<file path="src/design/sram_host_pkg.sv">
// package: constants, timing counts and carrier types for the byte-lane sram host controller
package sram_host_pkg;

  // =====================================================================
  // geometry
  localparam int ADDR_W      = 16;
  localparam int DATA_W      = 16;
  localparam int LANE_W      = 8;

  // =====================================================================
  // timing at the 20 MHz system clock
  localparam int CLK_PERIOD_NS     = 50;
  localparam int CLK_FREQ_HZ       = 20_000_000;
  // access phase lengths, ns (least times: rounded up)
  localparam int T_SETUP_NS        = 50;    // address/data settle before strobe
  localparam int T_STROBE_NS       = 100;   // strobe low time, covers slowest grade
  localparam int T_HOLD_NS         = 50;    // control and data hold after strobe
  localparam int SETUP_CYC         = (T_SETUP_NS + CLK_PERIOD_NS - 1) / CLK_PERIOD_NS;
  localparam int STROBE_CYC        = (T_STROBE_NS + CLK_PERIOD_NS - 1) / CLK_PERIOD_NS;
  localparam int HOLD_CYC          = (T_HOLD_NS + CLK_PERIOD_NS - 1) / CLK_PERIOD_NS;
  // retention recovery, ms; 5 ms is 100000 cycles
  localparam int T_RECOVERY_MS     = 5;
  localparam int RECOVERY_CYC      = T_RECOVERY_MS * (CLK_FREQ_HZ / 1000);

  // =====================================================================
  // carriers
  typedef struct packed {
    logic              write;      // 1 write, 0 read
    logic [ADDR_W-1:0] addr;
    logic [DATA_W-1:0] wdata;
    logic [1:0]        lanes;      // [0] lower byte, [1] upper byte, active high
  } sram_req_t;

  typedef struct packed {
    logic              chip_select;
    logic              lower_lane_select_n;
    logic              upper_lane_select_n;
    logic              write_strobe_n;
    logic              output_enable_n;
  } sram_ctrl_t;

  localparam sram_ctrl_t CTRL_IDLE = '{chip_select: 1'b0, lower_lane_select_n: 1'b1,
                                       upper_lane_select_n: 1'b1, write_strobe_n: 1'b1,
                                       output_enable_n: 1'b1};

endpackage

</file>
<file path="src/design/sram_host.sv">
// host controller driving a 64K x 16 asynchronous static ram with byte lane selects
`timescale 1ns/1ps
// Functional notes
// RL1 - write when strobe low, chip and lane selected
// RL2 - address stable before and through whole write
// RL3 - data captured at first trailing control edge
// RL4 - output enable high keeps ram outputs off
// RL5 - read: strobe high, oe low, selected
// RL6 - lower select high: upper lane only
// RL7 - upper select high: lower lane only
// RL8 - deselected ram ignores access, floats outputs
// RL9 - strobe before select keeps outputs floating
// RL10 - host never drives bus during reads
// RL11 - deselected ram keeps data at low supply
// RL12 - deselect before supply reduction begins
// RL13 - stay deselected for recovery after supply returns
// RL14 - strobe low means write, oe ignored
module sram_host
  import sram_host_pkg::*;
#(
  parameter int RECOVERY_CYCLES = RECOVERY_CYC
)(
  // clock and reset
  input  wire logic                          i_clock,
  input  wire logic                          i_resetn,
  // request side
  input  wire logic                          i_req_valid,
  input  wire sram_host_pkg::sram_req_t      i_req,
  output logic                               o_req_ready,
  output logic                               o_rsp_valid,
  output logic [sram_host_pkg::DATA_W-1:0]   o_rsp_data,
  // retention control
  input  wire logic                          i_retention_req,
  output logic                               o_retention_ack,
  // memory pins
  output logic [sram_host_pkg::ADDR_W-1:0]   o_mem_addr,
  output sram_host_pkg::sram_ctrl_t          o_mem_ctrl,
  input  wire logic [sram_host_pkg::DATA_W-1:0] i_mem_dq,
  output logic [sram_host_pkg::DATA_W-1:0]   o_mem_dq,
  output logic [1:0]                         o_mem_dq_oe_n
);
  import sram_host_pkg::*;

  // =====================================================================
  // elaboration checks
  if (RECOVERY_CYCLES < 1)
  begin : g_bad_recovery
    $error("RECOVERY_CYCLES must be at least one");
  end

  typedef enum logic [2:0] {ST_RECOVER, ST_IDLE, ST_SETUP, ST_STROBE, ST_HOLD, ST_RETAIN} state_t;

  localparam int CNT_W = $clog2(RECOVERY_CYCLES + 1) > 3 ? $clog2(RECOVERY_CYCLES + 1) : 3;

  state_t             state_ff;
  logic [CNT_W-1:0]   cnt_ff;
  sram_req_t          req_ff;
  logic [DATA_W-1:0]  dq_sync1_ff;
  logic [DATA_W-1:0]  dq_sync2_ff;
  logic               ret_sync1_ff;
  logic               ret_sync2_ff;
  logic               cnt_done;

  assign cnt_done = (cnt_ff == '0);

  // =====================================================================
  // input synchronisers: read data and retention request come from outside
  always_ff @(posedge i_clock or negedge i_resetn)
  begin
    if (!i_resetn)
    begin
      dq_sync1_ff  <= '0;
      dq_sync2_ff  <= '0;
      ret_sync1_ff <= 1'b0;
      ret_sync2_ff <= 1'b0;
    end
    else
    begin
      dq_sync1_ff  <= i_mem_dq;
      dq_sync2_ff  <= dq_sync1_ff;
      ret_sync1_ff <= i_retention_req;
      ret_sync2_ff <= ret_sync1_ff;
    end
  end

  // =====================================================================
  // access sequencer; after reset the ram may be returning from low supply,
  // so the controller starts in recovery with the chip deselected
  always_ff @(posedge i_clock or negedge i_resetn)
  begin
    if (!i_resetn)
    begin
      state_ff <= ST_RECOVER;
      cnt_ff   <= CNT_W'(RECOVERY_CYCLES - 1);
    end
    else
    begin
      unique case (state_ff)
        ST_RECOVER:
        begin
          if (cnt_done)
          begin
            state_ff <= ST_IDLE;                        // see RL13
          end
          else
          begin
            cnt_ff <= cnt_ff - 1'b1;
          end
        end
        ST_IDLE:
        begin
          if (ret_sync2_ff)
          begin
            state_ff <= ST_RETAIN;                      // see RL12
          end
          else if (i_req_valid && (i_req.lanes != 2'b00))
          begin
            state_ff <= ST_SETUP;
            cnt_ff   <= CNT_W'(SETUP_CYC - 1);
          end
        end
        ST_SETUP:
        begin
          if (cnt_done)
          begin
            state_ff <= ST_STROBE;
            cnt_ff   <= CNT_W'(STROBE_CYC - 1);
          end
          else
          begin
            cnt_ff <= cnt_ff - 1'b1;
          end
        end
        ST_STROBE:
        begin
          if (cnt_done)
          begin
            state_ff <= ST_HOLD;
            cnt_ff   <= CNT_W'(HOLD_CYC - 1);
          end
          else
          begin
            cnt_ff <= cnt_ff - 1'b1;
          end
        end
        ST_HOLD:
        begin
          if (cnt_done)
          begin
            state_ff <= ST_IDLE;
          end
          else
          begin
            cnt_ff <= cnt_ff - 1'b1;
          end
        end
        ST_RETAIN:
        begin
          if (!ret_sync2_ff)
          begin
            state_ff <= ST_RECOVER;                     // see RL13
            cnt_ff   <= CNT_W'(RECOVERY_CYCLES - 1);
          end
        end
      endcase
    end
  end

  // =====================================================================
  // request capture; address and data stay frozen for the whole access
  always_ff @(posedge i_clock or negedge i_resetn)
  begin
    if (!i_resetn)
    begin
      req_ff <= '0;
    end
    else if (state_ff == ST_IDLE && !ret_sync2_ff && i_req_valid)
    begin
      req_ff <= i_req;                                  // see RL2
    end
  end

  // =====================================================================
  // read data: taken at the end of hold, when the synchroniser holds the bus as it
  // stood one cycle after output enable fell; this costs latency but keeps
  // metastability out of the result
  always_ff @(posedge i_clock or negedge i_resetn)
  begin
    if (!i_resetn)
    begin
      o_rsp_valid <= 1'b0;
      o_rsp_data  <= '0;
    end
    else
    begin
      o_rsp_valid <= 1'b0;
      if (state_ff == ST_HOLD && cnt_done && !req_ff.write)
      begin
        o_rsp_valid <= 1'b1;
        // unselected lanes float on the ram side, so report them as zero
        o_rsp_data  <= {req_ff.lanes[1] ? dq_sync2_ff[DATA_W-1:LANE_W] : 8'h00,
                        req_ff.lanes[0] ? dq_sync2_ff[LANE_W-1:0]      : 8'h00};
      end
    end
  end

  // =====================================================================
  // pin drive, all from flip-flops
  always_ff @(posedge i_clock or negedge i_resetn)
  begin
    if (!i_resetn)
    begin
      o_mem_addr    <= '0;
      o_mem_ctrl    <= CTRL_IDLE;
      o_mem_dq      <= '0;
      o_mem_dq_oe_n <= 2'b11;
    end
    else
    begin
      o_mem_ctrl    <= CTRL_IDLE;                       // see RL8
      o_mem_dq_oe_n <= 2'b11;
      o_mem_addr    <= req_ff.addr;                     // see RL2
      o_mem_dq      <= req_ff.wdata;
      if (state_ff == ST_SETUP || state_ff == ST_STROBE || state_ff == ST_HOLD)
      begin
        // selects held across setup, strobe and hold; strobe only in the middle
        o_mem_ctrl.chip_select         <= 1'b1;
        o_mem_ctrl.lower_lane_select_n <= ~req_ff.lanes[0];   // see RL7
        o_mem_ctrl.upper_lane_select_n <= ~req_ff.lanes[1];   // see RL6
        if (req_ff.write)
        begin
          // strobe low for the whole strobe phase only: selects lead it by the setup
          // phase and outlast it by the hold phase, so the strobe edge ends the write;
          // see RL3, RL9
          o_mem_ctrl.write_strobe_n <= ~(state_ff == ST_STROBE);   // see RL1
          o_mem_ctrl.output_enable_n <= 1'b1;           // see RL4, RL14
          o_mem_dq_oe_n <= ~req_ff.lanes;               // drive selected lanes only
        end
        else
        begin
          o_mem_ctrl.write_strobe_n  <= 1'b1;           // see RL5
          o_mem_ctrl.output_enable_n <= ~(state_ff == ST_STROBE || (state_ff == ST_SETUP && cnt_done));
          o_mem_dq_oe_n <= 2'b11;                       // see RL10
        end
      end
    end
  end

  // =====================================================================
  // handshake outputs
  assign o_req_ready     = (state_ff == ST_IDLE) && !ret_sync2_ff;
  assign o_retention_ack = (state_ff == ST_RETAIN);     // see RL11, RL12

endmodule // sram_host

</file>
<file path="config.mk">
export PLATFORM = sky130hd
export DESIGN_NAME = sram_host
export DESIGN_NICKNAME = d
export VERILOG_FILES = /design/src/design/sram_host_pkg.sv /design/src/design/sram_host.sv
export SDC_FILE = /design/constraint.sdc
export NUM_CORES = 1
export LEC_CHECK = 0
export BUFFER_PORTS_ARGS = -buffer_cell sky130_fd_sc_hd__buf_2
export CORE_AREA = 2 2 113 115
export CTS_CLUSTER_SIZE = 16
export DETAILED_ROUTE_END_ITERATION = 6
export DIE_AREA = 0 0 115 117
export PLACE_DENSITY = 0.63
export SLEW_MARGIN = 20
export SYNTH_ARGS = -nofsm -noshare
export SYNTH_HDL_FRONTEND = slang
export SYNTH_SLANG_ARGS = --single-unit
export TNS_END_PERCENT = 5
</file>
<file path="constraint.sdc">
create_clock -name i_clock -period 2.6 [get_ports i_clock]
set_input_delay 0.26 -clock i_clock [delete_from_list [all_inputs] [get_ports i_clock]]
set_output_delay 0.26 -clock i_clock [all_outputs]
set_load 0.02 [all_outputs]
</file>
* After elaboration in Yosys (flattened, before gate mapping)
Cells that the tools add are included.
W data, S select, Z words.
** Word-level totals
- Output and inout bits :: 58
- Bits in latches :: 0
- Bits in writable memories :: 0
- Register bits after elaboration :: 145
- ROM bits :: 0
- Memories :: 0
- Logic and storage cells :: 77
- Bits of input ports :: 55
** Cells by class
- Mux-type cells :: 21
- Multiply operators :: 0
- Magnitude comparators :: 0
- Shifts and indexed selects :: 0
- Divide/modulo/power cells :: 0
- Equal/unequal tests :: 13
- Bitwise gates (word level) :: 5
- Reductions and logical operators :: 17
- Add/sub/neg operators :: 1
** Operators with widths (count)
- $mux W17 :: 6
- $pmux W17 S5 :: 1
- $mux W3 :: 6
- $logic_not A17 Y1 :: 1
- $sub A17 B1 Y17 const B :: 1
- $mux W8 :: 2
- $pmux W3 S5 :: 1
- $ne A2 B2 Y1 const B :: 6
- $eq A3 B2 Y1 const B :: 2
- $eq A3 B3 Y1 const B :: 2
- $logic_and A1 B1 Y1 :: 6
- $mux W2 :: 3
- $mux W5 :: 1
- $reduce_and A5 Y1 :: 1
- $not A1 Y1 :: 4
- $reduce_and A4 Y1 :: 1
- $eq A3 B1 Y1 const B :: 1
- $logic_not A3 Y1 :: 1
- $logic_or A1 B1 Y1 :: 3
- $ne A3 B3 Y1 const B :: 1
- $logic_not A1 Y1 :: 2
- $ne A2 B1 Y1 const B :: 1
- $not A2 Y2 :: 1
- $reduce_bool A2 Y1 :: 1
- other kinds (2) :: 2

* Longest topological paths before layout
Gate-level depths: netlist of the first run.
- Depth after elaboration :: 6
- Depth in mapped cells :: 8

* Worst setup path before layout of the first run
Ideal clock, no wire load.
- Path kind :: register to register
- Start point :: register cnt_ff[0]
- End point :: register cnt_ff[8]
- Clock period less this slack :: 2.074 ns
- Setup slack :: 0.526 ns
- Buffers on the path :: 1
- Cell stages (with the launch flop) :: 9
- Arrival :: 1.995 ns
- Path through :: dfstp_2 > inv_1 > ha_1 > nor4b_2 > nand3_2 > o21ai_1 > buf_4 > a2111oi_1 > mux2i_1
** Between the ends
- Word-level cells in the longest chain between the ends :: 3
- Elaborated cells between the ends (all ways) :: 8
- Classes of those cells :: 1 x add/sub; 1 x eq/ne; 4 x mux; 2 x reduce/logical
** RTL lines
- from (decl) :: RTL line sram_host.sv:56 : logic [CNT_W-1:0] cnt_ff;
- from (signal assigned) :: RTL line sram_host.sv:94 : cnt_ff <= CNT_W'(RECOVERY_CYCLES - 1);
- from (signal assigned) :: RTL line sram_host.sv:107 : cnt_ff <= cnt_ff - 1'b1;
- from (signal assigned) :: RTL line sram_host.sv:119 : cnt_ff <= CNT_W'(SETUP_CYC - 1);
- $sub A17 B1 Y17 / $logic_not A17 Y1 (equally long branches)
- $mux W17 (tied with other cells) :: RTL line sram_host.sv:101, sram_host.sv:148
- $pmux W17 S5 / $reduce_and A4 Y1 (equally long branches)
Parallel ways exist; a longest one is shown, timed or not. The select of a mux whose other input is x is not followed.
A chain may end at the register's enable or synchronous reset.

* Worst setup path after layout of the first run
Same ends and word-level chain as after synthesis.

==> flow_summary.json, run 1 <==
{
  "status": "completed",
  "initialDrtViolationCount": 179,
  "cp.arrival_ps": 2500,
  "slowest_delay_ps": 570,
  "p_per_area_mw_per_mm2": 717,
  "crit_type": "flip-flop to flip-flop",
  "tns_ps": 0,
  "dp_hpwl_mm": 7.44,
  "clock_latency_ps": 420,
  "period_needed_ps": 2160,
  "grt_pass1_wl_mm": 18.8,
  "vias": 3588,
  "r2r_start": "cnt_ff[0]$_DFFE_PN1P_",
  "yosysMostFrequentCell": "dfrtp_1",
  "cts_tree": "done",
  "setup_violations": 0,
  "worstMarginPinSlew_ps": 708,
  "seq_area_mm2": 0.00365,
  "holdWs_ps": 68.0,
  "power.leakage_uw": 0.00348,
  "rsz0062_at_grt": "false",
  "wl_mm": 11.2,
  "clockBufferDepth": 2,
  "synth_edf_count": 0,
  "skew_ps": 5.03,
  "syn_to_final_growth_pct": 29.8,
  "final_hold_viol_count": 0,
  "synth.avg_cell_area_um2": 13.8,
  "core_area_mm2": 0.0123,
  "dr.pass1.iters": 4,
  "grt_max_degree": 79,
  "clock_sinks": 145,
  "synth_top_area_cell": "dfrtp_1",
  "slowest_stage": "dfstp_2",
  "hp-start": "i_req[14]",
  "die-area_mm2": 0.0135,
  "synthCells": 389,
  "ys.flop_type": "dfrtp_1",
  "drt-vias-per-instance": 5.13,
  "rr_worst_depth": 8,
  "dieWidth_um": 115,
  "hold_path_class": "input pin to flip-flop",
  "fmax_mhz": 463,
  "grt.total_usage_pct": 18.4,
  "cts_buffers": 17,
  "yosys-top-cells-area": "dfrtp_1, dfstp_2, mux2_2",
  "synthesis.area_mm2": 0.00535,
  "postCtsSetupRepairBufs": 0,
  "synth.net_count": 446,
  "port_buffers": 112,
  "start_kind": "flip-flop",
  "path_cells": "inv_1 > ha_1 > nor4b_2 > nand3_2 > o21ai_1 > buf_4 > a2111oi_1 > mux2i_1",
  "cap_violations": 0,
  "wl_per_cell_um": 16.1,
  "ys_warn_count": 0,
  "drtAntennaViolNets": 0,
  "multiInputGateArea_mm2": 0.00160,
  "die_h_um": 117,
  "final_nets": 593,
  "nFillCells": 1057,
  "rows": 41,
  "drc": 0,
  "ioPinCount": 113,
  "path_clk_slew_ps": 60,
  "maxSlewHeadroom_pct": 52.8,
  "synth_top_area_share_pct": 60.3,
  "crit_fanout": 10,
  "htree_levels": 4,
  "synth_seq_cells": 145,
  "peakVddDrop_uv": 587,
  "start_util_pct": 43.5,
  "finalCritPeriodShare_pct": 83.0,
  "root_buffer": "clkbuf_16",
  "ys_seq_area_share_pct": 68.2,
  "overflow": 0,
  "gp_congestion": 0.926,
  "synthArstFlopShare_pct": 100,
  "endpoint_kind": "flip-flop",
  "ys_types": 57,
  "synth_commonest_cells": "dfrtp_1, nand2_1, mux2_2, nand3_1, dfstp_2",
  "worstPathRequired_ps": 2940,
  "antenna_cells": 0,
  "grt_pass1_vias": 3730,
  "worst_hold_path.num_cells": 2,
  "layout-drive-gt1-share_pct": 41.3,
  "cp-startpoint": "cnt_ff[0]$_DFFE_PN1P_",
  "antenna_found_initial": 0,
  "report.final.slew_viol_count": 0
}
## power breakdown
part	switching, uW	internal [uW]
clock network	915	1660
logic	58.4	51.8
registers	8.64	2290
## worst max-delay path, delay by kind of cell (launching register included)
family	cells	cell delay, ps
flip-flops	1	570
AO/OA/AOI/OAI	2	500
buffers and inverters	2	300
AND/OR/NAND/NOR	2	250
adder cells (fa/ha/maj)	1	230
multiplexers	1	230
## final cells by class
class,count,share of cell area (%)
Inverter,5,0.270
Clock buffer,20,6.57
Multi-Input combinational cell,222,23.0
Timing Repair Buffer,145,12.4
Clock inverter,12,2.56
Tap cell,150,2.70
Sequential cell,145,52.5
## final timing paths
kind	slack, ps	to
worst max-delay path	440	cnt_ff[8]$_DFFE_PN0P_
worst min-delay path	70	req_ff[14]$_DFFE_PN0P_
worst max register to register	440	cnt_ff[8]$_DFFE_PN0P_
worst min register to register	340	dq_sync2_ff[3]$_DFF_PN0_
max in group asynchronous	1390	o_mem_dq[0]$_DFF_PN0_
min in group asynchronous	430	o_rsp_data[11]$_DFFE_PN0P_
## through the flow
stage / instances / instance area, um2 / util [%] / total power [uW] / worst slack, ps
2_1_floorplan: 389 / 5350 / - / 2330 / 526
4_1_cts: 699 / 6950 / 56.4 / 5040 / 450
3_3_place_gp: 649 / 6130 / 49.8 / 2420 / 544
3_5_place_dp: 649 / 6130 / 49.8 / 2430 / 454
5_1_grt: 699 / 6950 / 56.4 / 5180 / 293
6_report: 699 / 6950 / 56.4 / 4980 / 442
## cells in the final DEF (no fill, tap or decap), drive strengths merged, types with 5 or more instances in the layout
cell and n:
nor4 6, o21ai 19, clkbuf 20, dfrtp 129
nand2 47, buf 127, nand2b 5, nand3 24
dfstp 16, dlygate4sd3 18, o21bai 6, nor3 5
nor2 6, mux2 35, inv 8, a21oi 11
mux2i 7
## state kept, by name (all words and copies together), names as in the netlist
register	count
cnt_ff	17
state_ff	3
ret_sync2_ff	1
dq_sync2_ff	16
o_rsp_data	16
o_mem_dq_oe_n	2
o_mem_ctrl	5
dq_sync1_ff	16
o_mem_dq	16
req_ff	35
o_rsp_valid	1
ret_sync1_ff	1
o_mem_addr	16
## routing by layer
metal  share of wire (%)  GRT usage, %  vias to the layer above
met5                   0             0                        -
li1                    -             -                     1675
met3                 6.3          7.88                       14
met2                  47          28.0                      106
met1                  45          23.8                     1793
met4                 1.4          6.59                        0
## kinds of logic (layout without fill, tap and decap cells)
| kind of cell | Yosys count | in the layout | synth area share [%] |
|---|---|---|---|
| AOI/OAI and AO/OA | 66 | 66 | 9.10 |
| xor gates and xnor gates | 1 | 1 | 0.164 |
| adders and majority gates | 2 | 2 | 0.468 |
| buffers and inverters | 22 | 182 | 1.96 |
| DFF | 145 | 145 | 68.2 |
| muxes | 42 | 42 | 8.67 |
| and+or+nand+nor | 111 | 111 | 11.5 |
## repair_timing
| action | CTS | global route |
|---|---|---|
| hold endpoints to repair | 75 | 0 |
| gates resized for setup | 0 | 0 |
| hold buffers | 18 | 0 |
Note: power is estimated with default switching activity, not from simulation.
==> inputs of run 2 (changes only) <==
--- a/config.mk
+++ b/config.mk
@@ -10,7 +10,7 @@
 export CTS_CLUSTER_SIZE = 16
 export DETAILED_ROUTE_END_ITERATION = 6
 export DIE_AREA = 0 0 115 117
-export PLACE_DENSITY = 0.63
+export PLACE_DENSITY = 0.66
 export SLEW_MARGIN = 20
 export SYNTH_ARGS = -nofsm -noshare
 export SYNTH_HDL_FRONTEND = slang
==> constraint.sdc (replaced) <==
create_clock -name i_clock -period 1.93 [get_ports i_clock]
set_input_delay 0.193 -clock i_clock [delete_from_list [all_inputs] [get_ports i_clock]]
set_output_delay 0.193 -clock i_clock [all_outputs]
set_load 0.02 [all_outputs]
==> run 2 against run 1 <==
Worst hold slack got worse by 52 ps. Sequential cell count unchanged. Clock power grew 17%. Critical path depth stayed put. First-iteration DRC count rose by 56%. Global-route usage rose by 0.15 points. Count of clock-buffer cells in the layout decreased by 1. Die area stayed put. Routed wire length is 2.6% higher. Critical path type unchanged. Critical endpoint is now cnt_ff[6]$_DFFE_PN0P_. Largest power group is now registers.
==> flow_summary.json, run 2 (synthesis gave the netlist of run 1 again) <==
{
  "status": "completed",
  "slowest_delay_ps": 550,
  "worstPathRequired_ps": 2260,
  "drt-vias-per-instance": 5.18,
  "rows": 41,
  "drc": 0,
  "port_buffers": 112,
  "largest_register_ffs": 35,
  "power.leakage_uw": 0.00362,
  "fmax_mhz": 536,
  "cp_num_buf_inv": 2,
  "report.final.slew_viol_count": 0,
  "die_h_um": 117,
  "final_common_cell": "dfrtp_1",
  "grt_max_degree": 49,
  "crit_family": "flip-flops",
  "hold_path_class": "input pin to flip-flop",
  "die-area_mm2": 0.0135,
  "cts_buffers": 17,
  "crit_type": "flip-flop to flip-flop",
  "start_util_pct": 43.5,
  "slowest_stage": "dfstp_2",
  "p_per_area_mw_per_mm2": 865,
  "clock_sinks": 145,
  "antenna_cells": 0,
  "gp_congestion": 0.892,
  "clock_latency_ps": 410,
  "antenna_found_initial": 0,
  "seqPwrFrac_pct": 49.1,
  "grt_pass1_wl_mm": 18.9,
  "reg_top3": "req_ff: 35 flops, cnt_ff: 17 flops",
  "overflow": 0,
  "power_uw": 6290,
  "pre_cts_ws_ps": -20.1,
  "grt.total_usage_pct": 18.6,
  "p_comb_share_pct": 2.7,
  "ioPinCount": 113,
  "cts_tree": "done",
  "peakVddDrop_uv": 845,
  "wl_mm": 11.5,
  "dieWidth_um": 115,
  "setup_ws_ps": 64.6,
  "start_kind": "flip-flop",
  "cap_violations": 0,
  "finalCritPeriodShare_pct": 96.7,
  "vias": 3784,
  "path_clk_slew_ps": 60,
  "htree_levels": 4,
  "root_buffer": "clkbuf_16",
  "switching_power_uw": 1320,
  "final_hold_viol_count": 0,
  "syn_to_final_growth_pct": 35.9,
  "initialDrtViolationCount": 280,
  "clockBufferDepth": 2,
  "final_nets": 624,
  "internal-power_uw": 4970,
  "grt_pass1_vias": 3912,
  "dp_hpwl_mm": 7.92,
  "maxSlewHeadroom_pct": 68.0,
  "dr.pass1.iters": 4,
  "p_sw_share_pct": 21.0,
  "path_cells": "inv_2 > ha_4 > nor4b_4 > nand3_2 > o21ai_2 > buf_4 > a2111oi_4 > mux2i_1",
  "core_area_mm2": 0.0123,
  "endpoint_kind": "flip-flop",
  "clockPowerShare_pct": 48.2,
  "largest-register": "req_ff",
  "wl_per_cell_um": 15.8,
  "cp.arrival_ps": 2200,
  "drtAntennaViolNets": 0,
  "worstMarginPinSlew_ps": 475,
  "rsz0062_at_grt": "true",
  "period_needed_ps": 1870,
  "layout-drive-gt1-share_pct": 44.7,
  "crit_fanout": 5,
  "final_cell_mix": "dfrtp_1, buf_2, nand2_1",
  "skew_ps": 4.72,
  "setup_violations": 0
}
run 2: worst paths after layout:
check	slack (ps)	end	from	cells past startpoint
worst max-delay path	60	cnt_ff[6]$_DFFE_PN0P_	cnt_ff[0]$_DFFE_PN1P_	8
worst min-delay path	20	req_ff[11]$_DFFE_PN0P_	i_req[11]	2
worst max register to register	60	cnt_ff[6]$_DFFE_PN0P_	cnt_ff[0]$_DFFE_PN1P_	8
worst min register to register	350	dq_sync2_ff[0]$_DFF_PN0_	dq_sync1_ff[0]$_DFF_PN0_	0
max in group asynchronous	1020	o_mem_ctrl[1]$_DFF_PN1_	i_resetn	3
min in group asynchronous	280	req_ff[9]$_DFFE_PN0P_	i_resetn	2
run 2: final cells by class:
class / count / area (um2)
flip-flops and latches: 145 / 3650
clock buffers: 19 / 443
well taps: 150 / 188
clock inverters: 13 / 111
repair buffers: 176 / 1180
multi-input cells: 222 / 1680
fillers: 987 / 5040
inverters: 5 / 18.8
run 2: per-stage QoR:
step	area (um2)	hold slack (ps)	TNS [ps]	utilization, %	cells
2_1_floorplan	5400	-103	-1310	-	389
3_3_place_gp	6380	141	0	51.8	668
3_5_place_dp	6380	157	-39.3	51.8	668
4_1_cts	7200	0.0825	0	58.5	725
5_1_grt	7270	2.33	-70.5	59.1	730
6_report	7270	15.7	0	59.1	730
run 2: worst register-to-register path, delay by kind of cell (launching register included):
kind,cells,cell delay [ps]
flops,1,550
buf+inv,2,230
compound gates,2,390
fa+ha+maj,1,160
mux,1,220
simple gates,2,240
run 2: timing repair:
item	CTS	global route
endpoints found under the hold margin	68	1
hold buffers	25	1
gates resized for setup	2	10
pin swaps	1	7
endpoints found under the setup margin	6	14
setup buffers	0	4
run 2: routing by layer:
layer | vias up | share of wire, % | track usage, %
met4 | 0 | 1.7 | 8.03
met1 | 1888 | 42 | 22.8
met2 | 136 | 50 | 29.9
met3 | 20 | 6.5 | 6.69
li1 | 1740 | - | -
met5 | - | 0 | 0
run 2: power groups by stage:
stage / combinational [uW] / clock (uW) / sequential (uW)
5_1_grt: 194 / 3250 / 3090
6_report: 168 / 3030 / 3090
3_3_place_gp: 127 / 0 / 3140
4_1_cts: 173 / 3110 / 3090
3_5_place_dp: 133 / 0 / 3140
2_1_floorplan: 3.14 / 0 / 3140
